**config.mk**
```make
export PLATFORM = sky130hd
export DESIGN_NAME = fis_seq
export DESIGN_NICKNAME = d
export VERILOG_FILES = /design/src/rtl/fis_pkg.sv /design/src/rtl/fis_seq.sv /design/src/rtl/fis_timer.sv
export SDC_FILE = /design/constraint.sdc
export NUM_CORES = 1
export LEC_CHECK = 0
export ABC_AREA = 1
export BUFFER_PORTS_ARGS = -buffer_cell sky130_fd_sc_hd__buf_2
export CAP_MARGIN = 0
export CORE_MARGIN = 8
export CORE_UTILIZATION = 35
export DETAILED_ROUTE_END_ITERATION = 8
export MAX_ROUTING_LAYER = met4
export PLACE_DENSITY = 0.58
export SYNTH_ARGS = -nofsm -noshare
export SYNTH_HDL_FRONTEND = slang
export SYNTH_SLANG_ARGS = --single-unit
export TNS_END_PERCENT = 50
```
**constraint.sdc**
```tcl
create_clock -name i_mclk -period 5.4 [get_ports i_mclk]
set_input_delay 1.08 -clock i_mclk [delete_from_list [all_inputs] [get_ports i_mclk]]
set_output_delay 1.08 -clock i_mclk [all_outputs]
set_load 0.02 [all_outputs]
```
**src/rtl/fis_pkg.sv**
```systemverilog
// Purpose: shared constants and types for the fault isolation sequencer
// Assumes: 100 MHz clock, times in seconds at 1 ms resolution
// Notes:   settings arrive as plain ports grouped in a struct
package fis_pkg;
    localparam int unsigned CLK_HZ          = 100_000_000;
    localparam int unsigned TICK_MS         = 1;
    localparam int unsigned TICK_CYC        = CLK_HZ / 1000 * TICK_MS;
    localparam int unsigned CNT_W           = 3;
    localparam int unsigned TIME_W          = 17;
    localparam logic [2:0]  NUM_FAULTS_DEF  = 3'h2;
    localparam int unsigned ABS_TIME_S_DEF  = 5;
    localparam int unsigned MAX_WAIT_S_DEF  = 10;
    localparam int unsigned MS_PER_S        = 1000;
    localparam int unsigned OPEN_TMO_MS_DEF = 200;
    localparam int unsigned OP_PULSE_CYC    = 1;

    typedef struct packed {
        logic        enable;
        logic [2:0]  num_faults;
        logic [16:0] abs_time_ms;
        logic [16:0] max_wait_ms;
        logic        dir_out_ok;
        logic        dir_in_ok;
        logic        dir_unk_ok;
        logic        fpd_en;
        logic        vpres_en;
        logic        vabs_en;
        logic        ovc_any_en;
    } fis_cfg_t;

    typedef struct packed {
        logic valid;
        logic forward;
    } fis_dir_t;

    typedef struct packed {
        logic auto_mode;
        logic operation;
        logic invalid_qualifier;
    } fis_rc_t;

    typedef enum logic [1:0] {
        FIS_IDLE,
        FIS_COUNT,
        FIS_WAIT_ABS,
        FIS_WAIT_OPEN
    } fis_state_t;
endpackage : fis_pkg

```
**src/rtl/fis_seq.sv**
```systemverilog
// Purpose: fault isolation automatism sequencer, mode keeping and remote indications
// Assumes: event inputs are levels from other logic, pins pass two flip-flops
// Notes:   an open that gets no breaker-open status in time counts as failed
`timescale 1ns/1ps
// Summary of operation
// the enable setting switches the whole automatism and shows on an enabled output.
// on becoming enabled the automatism starts idle and Manual, Automatic only on command.
// remote mode commands act only while the selector is in remote.
// local mode commands act only while the selector is in local.
// remote mode commands are ignored when disabled or not in remote.
// auto-mode indication is high only when enabled and Automatic.
// in Automatic, each fault-passage detection until the set count raises the fault counter by one.
// at the set count the direction of the first fault is checked against the allowed set.
// with an allowed direction, wait the voltage-absence time, then command an open.
// after a good opening go idle and keep the present mode.
// after a failed opening go idle and force Manual until a valid Automatic command.
// each open command gives a one-cycle pulse on the operation output.
// with a fault recorded, voltage present past the maximum wait ends the cycle.
// while disabled both remote indications are zero with the invalid qualifier set.
// detector or overcurrent units disabled also force zero plus invalid.
// returning to idle clears the counter and any pending absence wait.
// outgoing, incoming and unknown directions each have their own allow flag.
module fis_seq #(
    parameter int unsigned OPEN_TMO_MS = fis_pkg::OPEN_TMO_MS_DEF,
    parameter int unsigned TICK_CYC    = fis_pkg::TICK_CYC
) (
    input  wire logic             i_mclk,
    input  wire logic             i_rst_n,
    input  wire fis_pkg::fis_cfg_t i_cfg,
    input  wire fis_pkg::fis_dir_t i_fault_dir,
    input  wire logic             i_fault_passage_detector,
    input  wire logic             i_voltage_present,
    input  wire logic             i_voltage_absent,
    input  wire logic             i_breaker_open,
    input  wire logic             i_sel_remote,
    input  wire logic             i_loc_to_auto,
    input  wire logic             i_loc_to_man,
    input  wire logic             i_rem_to_auto,
    input  wire logic             i_rem_to_man,
    output logic                  o_enabled,
    output logic                  o_pickup,
    output logic                  o_check_error,
    output logic                  o_open_cmd,
    output logic                  o_automatic_state_led,
    output logic                  o_manual_state_led,
    output fis_pkg::fis_rc_t      o_rc
);
    logic [1:0]            rst_sync_q;
    logic                  rst_n;
    logic [1:0]            pin_s1_q;
    logic [1:0]            pin_s2_q;
    logic                  brk_open;
    logic                  sel_remote;
    fis_pkg::fis_state_t   state_q;
    logic                  auto_q;
    logic                  en_q;
    logic [fis_pkg::CNT_W-1:0] cnt_q;
    logic                  fpd_q;
    logic                  fpd_rise;
    fis_pkg::fis_dir_t     first_dir_q;
    logic                  dir_ok;
    logic                  enabled;
    logic                  blocked;
    logic                  go_idle;
    logic                  open_good;
    logic                  open_fail;
    logic                  fire;
    logic                  t_abs_clr;
    logic                  t_vp_clr;
    logic [fis_pkg::TIME_W-1:0] abs_ms;
    logic [fis_pkg::TIME_W-1:0] vp_ms;
    logic                  cmd_auto;
    logic                  cmd_man;

    function automatic logic [fis_pkg::TIME_W-1:0] s_to_ms(input logic [16:0] v);
        s_to_ms = v;
    endfunction : s_to_ms

    always_ff @(posedge i_mclk or negedge i_rst_n) begin
        if (!i_rst_n) begin
            rst_sync_q <= 2'h0;
        end else begin
            rst_sync_q <= {rst_sync_q[0], 1'b1};
        end
    end
    assign rst_n = rst_sync_q[1];

    // breaker status and selector are pins
    always_ff @(posedge i_mclk or negedge rst_n) begin
        if (!rst_n) begin
            pin_s1_q <= 2'h0;
            pin_s2_q <= 2'h0;
        end else begin
            pin_s1_q <= {i_breaker_open, i_sel_remote};
            pin_s2_q <= pin_s1_q;
        end
    end
    assign brk_open   = pin_s2_q[1];
    assign sel_remote = pin_s2_q[0];

    assign enabled = i_cfg.enable;
    assign blocked = !i_cfg.fpd_en || !i_cfg.vpres_en || !i_cfg.vabs_en
                     || !i_cfg.ovc_any_en;

    // allowed directions, an invalid direction counts as unknown
    always_comb begin
        if (!first_dir_q.valid) begin
            dir_ok = i_cfg.dir_unk_ok;
        end else if (first_dir_q.forward) begin
            dir_ok = i_cfg.dir_out_ok;
        end else begin
            dir_ok = i_cfg.dir_in_ok;
        end
    end

    assign fpd_rise = i_fault_passage_detector && !fpd_q;
    assign fire     = (state_q == fis_pkg::FIS_WAIT_ABS) && i_voltage_absent
                      && (abs_ms >= i_cfg.abs_time_ms);
    assign open_good = (state_q == fis_pkg::FIS_WAIT_OPEN) && brk_open;
    assign open_fail = (state_q == fis_pkg::FIS_WAIT_OPEN) && !brk_open
                       && (abs_ms >= fis_pkg::TIME_W'(OPEN_TMO_MS));
    assign go_idle = (state_q == fis_pkg::FIS_COUNT || state_q == fis_pkg::FIS_WAIT_ABS)
                     && i_voltage_present
                     && (vp_ms >= s_to_ms(i_cfg.max_wait_ms));

    // remote and local both gated by selector only; enable acts in the mode register
    assign cmd_auto = (sel_remote && i_rem_to_auto) || (!sel_remote && i_loc_to_auto);
    assign cmd_man  = (sel_remote && i_rem_to_man) || (!sel_remote && i_loc_to_man);

    always_ff @(posedge i_mclk or negedge rst_n) begin
        if (!rst_n) begin
            en_q  <= 1'b0;
            fpd_q <= 1'b0;
        end else begin
            en_q  <= enabled;
            fpd_q <= i_fault_passage_detector;
        end
    end

    // mode: disabled input ignores commands entirely
    always_ff @(posedge i_mclk or negedge rst_n) begin
        if (!rst_n) begin
            auto_q <= 1'b0;
        end else if (!enabled || !en_q) begin
            auto_q <= 1'b0;
        end else if (open_fail) begin
            auto_q <= 1'b0;
        end else if (cmd_man) begin
            auto_q <= 1'b0;
        end else if (cmd_auto) begin
            auto_q <= 1'b1;
        end
    end

    // cycle sequencing only in Automatic
    always_ff @(posedge i_mclk or negedge rst_n) begin
        if (!rst_n) begin
            state_q     <= fis_pkg::FIS_IDLE;
            cnt_q       <= '0;
            first_dir_q <= '0;
        end else if (!enabled || !auto_q || blocked) begin
            state_q <= fis_pkg::FIS_IDLE;
            cnt_q   <= '0;
        end else begin
            case (state_q)
                fis_pkg::FIS_IDLE: begin
                    cnt_q <= '0;
                    if (fpd_rise) begin
                        cnt_q       <= fis_pkg::CNT_W'(1);
                        first_dir_q <= i_fault_dir;
                        state_q     <= fis_pkg::FIS_COUNT;
                    end
                end
                fis_pkg::FIS_COUNT: begin
                    if (go_idle) begin
                        state_q <= fis_pkg::FIS_IDLE;
                    end else if (cnt_q >= i_cfg.num_faults) begin
                        state_q <= dir_ok ? fis_pkg::FIS_WAIT_ABS
                                          : fis_pkg::FIS_IDLE;
                    end else if (fpd_rise) begin
                        cnt_q <= cnt_q + 1'b1;
                    end
                end
                fis_pkg::FIS_WAIT_ABS: begin
                    if (go_idle) begin
                        state_q <= fis_pkg::FIS_IDLE;
                    end else if (fire) begin
                        state_q <= fis_pkg::FIS_WAIT_OPEN;
                    end
                end
                fis_pkg::FIS_WAIT_OPEN: begin
                    if (open_good || open_fail) begin
                        state_q <= fis_pkg::FIS_IDLE;
                    end
                end
                default: state_q <= fis_pkg::FIS_IDLE;
            endcase
        end
    end

    // absence wait restarts in FIS_WAIT_ABS whenever voltage is not absent; reused as open timeout
    assign t_abs_clr = (state_q == fis_pkg::FIS_IDLE) || (state_q == fis_pkg::FIS_COUNT)
                       || ((state_q == fis_pkg::FIS_WAIT_ABS) && !i_voltage_absent)
                       || fire;
    assign t_vp_clr  = !i_voltage_present || (state_q == fis_pkg::FIS_IDLE);

    fis_timer #(.TICK_CYC(TICK_CYC)) u_abs_timer (
        .i_clk   (i_mclk),
        .i_rst_n (rst_n),
        .i_clr   (t_abs_clr),
        .i_run   (1'b1),
        .o_ms    (abs_ms)
    );

    fis_timer #(.TICK_CYC(TICK_CYC)) u_vp_timer (
        .i_clk   (i_mclk),
        .i_rst_n (rst_n),
        .i_clr   (t_vp_clr),
        .i_run   (1'b1),
        .o_ms    (vp_ms)
    );

    // outputs registered; invalid forces zero indications
    always_ff @(posedge i_mclk or negedge rst_n) begin
        if (!rst_n) begin
            o_enabled             <= 1'b0;
            o_pickup              <= 1'b0;
            o_check_error         <= 1'b0;
            o_open_cmd            <= 1'b0;
            o_automatic_state_led <= 1'b0;
            o_manual_state_led    <= 1'b0;
            o_rc                  <= '0;
        end else begin
            o_enabled             <= enabled;
            o_pickup              <= state_q != fis_pkg::FIS_IDLE;
            o_check_error         <= enabled && blocked;
            o_open_cmd            <= fire;
            o_automatic_state_led <= enabled && auto_q;
            o_manual_state_led    <= enabled && !auto_q;
            if (!enabled || blocked) begin
                o_rc <= '{auto_mode: 1'b0, operation: 1'b0,
                          invalid_qualifier: 1'b1};
            end else begin
                o_rc <= '{auto_mode: auto_q, operation: fire,
                          invalid_qualifier: 1'b0};
            end
        end
    end
endmodule : fis_seq

```
**src/rtl/fis_timer.sv**
```systemverilog
// Purpose: millisecond tick divider plus elapsed-time counter
// Assumes: i_clr restarts the count from zero
// Notes:   counter saturates so long waits never wrap
`timescale 1ns/1ps
module fis_timer #(
    parameter int unsigned TICK_CYC = fis_pkg::TICK_CYC,
    parameter int unsigned TIME_W   = fis_pkg::TIME_W
) (
    input  wire logic              i_clk,
    input  wire logic              i_rst_n,
    input  wire logic              i_clr,
    input  wire logic              i_run,
    output logic      [TIME_W-1:0] o_ms
);
    localparam int unsigned DIV_W = $clog2(TICK_CYC);
    localparam logic [DIV_W-1:0] DIV_LAST = DIV_W'(TICK_CYC - 1);
    logic [DIV_W-1:0] div_q;
    logic             tick;

    assign tick = (div_q == DIV_LAST);

    always_ff @(posedge i_clk or negedge i_rst_n) begin
        if (!i_rst_n) begin
            div_q <= '0;
        end else if (i_clr || tick) begin
            div_q <= '0;
        end else begin
            div_q <= div_q + 1'b1;
        end
    end

    always_ff @(posedge i_clk or negedge i_rst_n) begin
        if (!i_rst_n) begin
            o_ms <= '0;
        end else if (i_clr) begin
            o_ms <= '0;
        end else if (i_run && tick && (o_ms != '1)) begin
            o_ms <= o_ms + 1'b1;
        end
    end
endmodule : fis_timer

```
==> impl_metrics.env <==
export IMPL_status="complete, no violations"
export IMPL_skew_ns=0.008781
export IMPL_std_cell_rows=47
export IMPL_slowest_delay_ns=0.44
export IMPL_cts_resized=0
export IMPL_overflow=0
export IMPL_seq_area_frac_synth=0.3879
export IMPL_totalPowerFinal_w=0.001459
export IMPL_max_vdd_ir_drop_v=0.0001245
export IMPL_die_x_um=146.2
export IMPL_synth_area_per_cell_um2=7.717
export IMPL_post_place_cells=1050
export IMPL_maxCapViolations=0
export IMPL_wire_per_inst_um=12.59
export IMPL_first_iter_violations=328
export IMPL_start_util=0.3579
export IMPL_port_buffers=66
export IMPL_synth_distinct_cells=41
export IMPL_dp_hpwl_um=10390
export IMPL_postSynthCellCount=769
export IMPL_finalNonFillerCells=1066
export IMPL_holdWs_ns=0.2992
export IMPL_clockBufferDepth=2
export IMPL_r2r_cells=12
export IMPL_path_cells="buf_2 > inv_1 > ha_1 > a21oi_1 > o21ai_0 > a21oi_1 > nand4_1 > nand2_1 > nand2_1 > a211oi_1"
export IMPL_crit_arrival_ns=3.01
export IMPL_fin_crit_sh=0.5127
export IMPL_cts_buffers=9
export IMPL_dp_slack_ns=2.251
export IMPL_critical_path_top_delay_family="simple AND/OR/NAND/NOR gates"
export IMPL_p_per_area_nw_per_um2=213.7
export IMPL_die_area_um2=21380
export IMPL_first_pass_iters=5
export IMPL_critical_path_peak_fanout=17
export IMPL_postCtsSetupBuffers=0
export IMPL_critPathLaunchType="primary input"
export IMPL_timing_slew_headroom=0.5287
export IMPL_slowest_stage="nand2_1"
export IMPL_syn_area_um2=5934
export IMPL_synth_seq_cells=92
export IMPL_crit_cells=10
export IMPL_worst_setup_path_end_kind="flip-flop"
export IMPL_num_vias=5040
export IMPL_wirelength_um=13420
export IMPL_dieHeight_um=146.2
export IMPL_worst_path_buf_inv=2
export IMPL_fmax_ghz=0.3612
export IMPL_critPathRequiredTime_ns=5.64
export IMPL_worst_slack_ns=2.632
export IMPL_grt_pass1_wl_um=23320
export IMPL_syn_nets=876
export IMPL_place_congestion=0.9164
export IMPL_r2r_slack_ns=2.76
export IMPL_grt_use_total=0.1331
export IMPL_r2r_end="u_vp_timer.o_ms[11]"
export IMPL_layout_min_cycle_time_ns=2.768
export IMPL_drive_above_1_share=0.1454
export IMPL_rsz0062_at_grt="false"
export IMPL_yosysWarningCount=0
export IMPL_grt_antenna_before_repair=0
export IMPL_vias_per_cell=4.728
export IMPL_worstSetupPathType="in2reg"
export IMPL_setup_tns_ns=0
export IMPL_worst_pin_slew_ns=0.7070
export IMPL_slew_violations=0
export IMPL_grt_max_degree=56
export IMPL_reg2reg_from="u_vp_timer.o_ms[0]"
export IMPL_setup_violations=0
export IMPL_cts_root_buf="clkbuf_16"
export IMPL_path_clk_slew_ns=0.07
export IMPL_cts_sinks=92
export IMPL_hold_violations=0
export IMPL_route_detailed_drc=0
export IMPL_ant_nets=0
export IMPL_grt_pass1_vias=5051
export IMPL_syn2layout_area_growth_pct=15.05
export IMPL_insertedDiodeCount=0
export IMPL_cts_tree="built"
export IMPL_core_um2=16580
export IMPL_min_path_type="reg2async"
export IMPL_nets=948
export IMPL_clk_latency_ns=0.35
export IMPL_h_tree_depth=3
export IMPL_p_leak_nw=3.362
export IMPL_io_pins=67
export IMPL_hold_buffers=0
layout make-up:
type                    instances  area [um^2]
well taps                     220        275.3
fillers                      1749         9756
flip-flops and latches         92         2306
multi-input cells             543         3110
clock buffers                  10        229.0
clock inverters                 6        87.58
inverters                     128        481.7
repair buffers                 67        337.8
worst reg2reg max path, delay by kind of cell, from the launching register on:
kind                       cells  cell delay (ns)
and+or+nand+nor                6             0.90
buffers and inverters          3             0.58
adders and majority gates      2             0.57
DFF                            1             0.42
AOI/OAI and AO/OA              1             0.08
stage by stage:
step | utilization | instance area, um^2
after floorplan | - | 5934
after detailed placement | 0.3926 | 6511
after global placement | 0.3926 | 6511
final | 0.4117 | 6828
after global routing | 0.4117 | 6828
after CTS | 0.4117 | 6828
cells in the final DEF, fill, tap and decap left out, types with 14 or more instances in the layout:
master and count:
a21oi_1 37, buf_2 66, dfrtp_1 91, ha_1 49, inv_1 125, nand2_1 174, nand3_1 35, nand4_1 20
nor2_1 83, nor2_2 14, nor3_1 28, o21ai_0 20, xor2_1 19
power breakdown:
part	switching, W	internal, W	total, W
Combinational	0.0000392	0.0000300	0.0000692
Clock	0.000282	0.000407	0.000689
Sequential	0.00000711	0.000694	0.000701
Total	0.000328	0.00113	0.00146
cells in the mapped netlist, drive strengths merged:
| master | instances | share of area |
|---|---|---|
| nand4 | 23 | 0.029 |
| inv | 127 | 0.080 |
| o21ai | 20 | 0.017 |
| xor2 | 19 | 0.028 |
| dfrtp | 92 | 0.39 |
| o31ai | 6 | 0.0076 |
| nand2 | 176 | 0.11 |
| xnor2 | 4 | 0.0059 |
| a21oi | 37 | 0.031 |
| nand3b | 2 | 0.0025 |
| o211ai | 1 | 0.0013 |
| or2 | 1 | 0.0011 |
| clkbuf | 1 | 0.00063 |
| a31oi | 1 | 0.0011 |
| nor3 | 32 | 0.032 |
| o21a | 3 | 0.0038 |
| ha | 49 | 0.10 |
| a31o | 1 | 0.0015 |
| conb | 1 | 0.00063 |
| a211oi | 2 | 0.0025 |
| a21o | 1 | 0.0013 |
| buf | 5 | 0.0061 |
| mux2 | 2 | 0.0038 |
| nor2 | 101 | 0.075 |
| nor4 | 7 | 0.0074 |
| nor3b | 9 | 0.011 |
| and3 | 2 | 0.0021 |
| o21bai | 1 | 0.0013 |
| clkinv | 1 | 0.00084 |
| nand3 | 42 | 0.041 |
per-layer routing:
layer / share of wire / track usage / vias to the layer above / routed length (um)
met5: 0 / - / - / 0
met4: 0.019 / 0.04740 / 0 / 256
met3: 0.035 / 0.02565 / 23 / 475
met2: 0.46 / 0.2060 / 75 / 6131
met1: 0.49 / 0.1706 / 2312 / 6561
li1: - / - / 2630 / -
state kept, by name (all words and copies together) (netlist names), 3 cells and up:
name               cells
u_vp_timer.o_ms       17
u_vp_timer.div_q      17
u_abs_timer.div_q     17
cnt_q                  3
u_abs_timer.o_ms      17
o_rc                   3
logic make-up (layout without fill, tap and decap cells):
family / after synthesis / after routing / synth area share
AO/OA/AOI/OAI: 73 / 73 / 0.06831
XOR/XNOR: 23 / 23 / 0.03394
adder cells (fa/ha/maj): 49 / 49 / 0.1033
buffers and inverters: 134 / 211 / 0.08792
flip-flops: 92 / 92 / 0.3879
multiplexers: 2 / 2 / 0.003795
other: 1 / 1 / 0.0006319
AND/OR/NAND/NOR: 395 / 395 / 0.3141
worst max-delay path by stage:
stage                     endpoint  slack [ns]     startpoint
2_1_floorplan               auto_q        2.65  rst_sync_q[1]
3_3_place_gp   u_abs_timer.o_ms[3]        2.33      i_cfg[40]
3_5_place_dp   u_abs_timer.o_ms[3]        2.25      i_cfg[36]
4_1_cts        u_abs_timer.o_ms[3]        2.61      i_cfg[36]
5_1_grt        u_abs_timer.o_ms[3]        2.41      i_cfg[36]
6_report       u_abs_timer.o_ms[3]        2.63      i_cfg[40]
(Power assumes the default switching activity.)
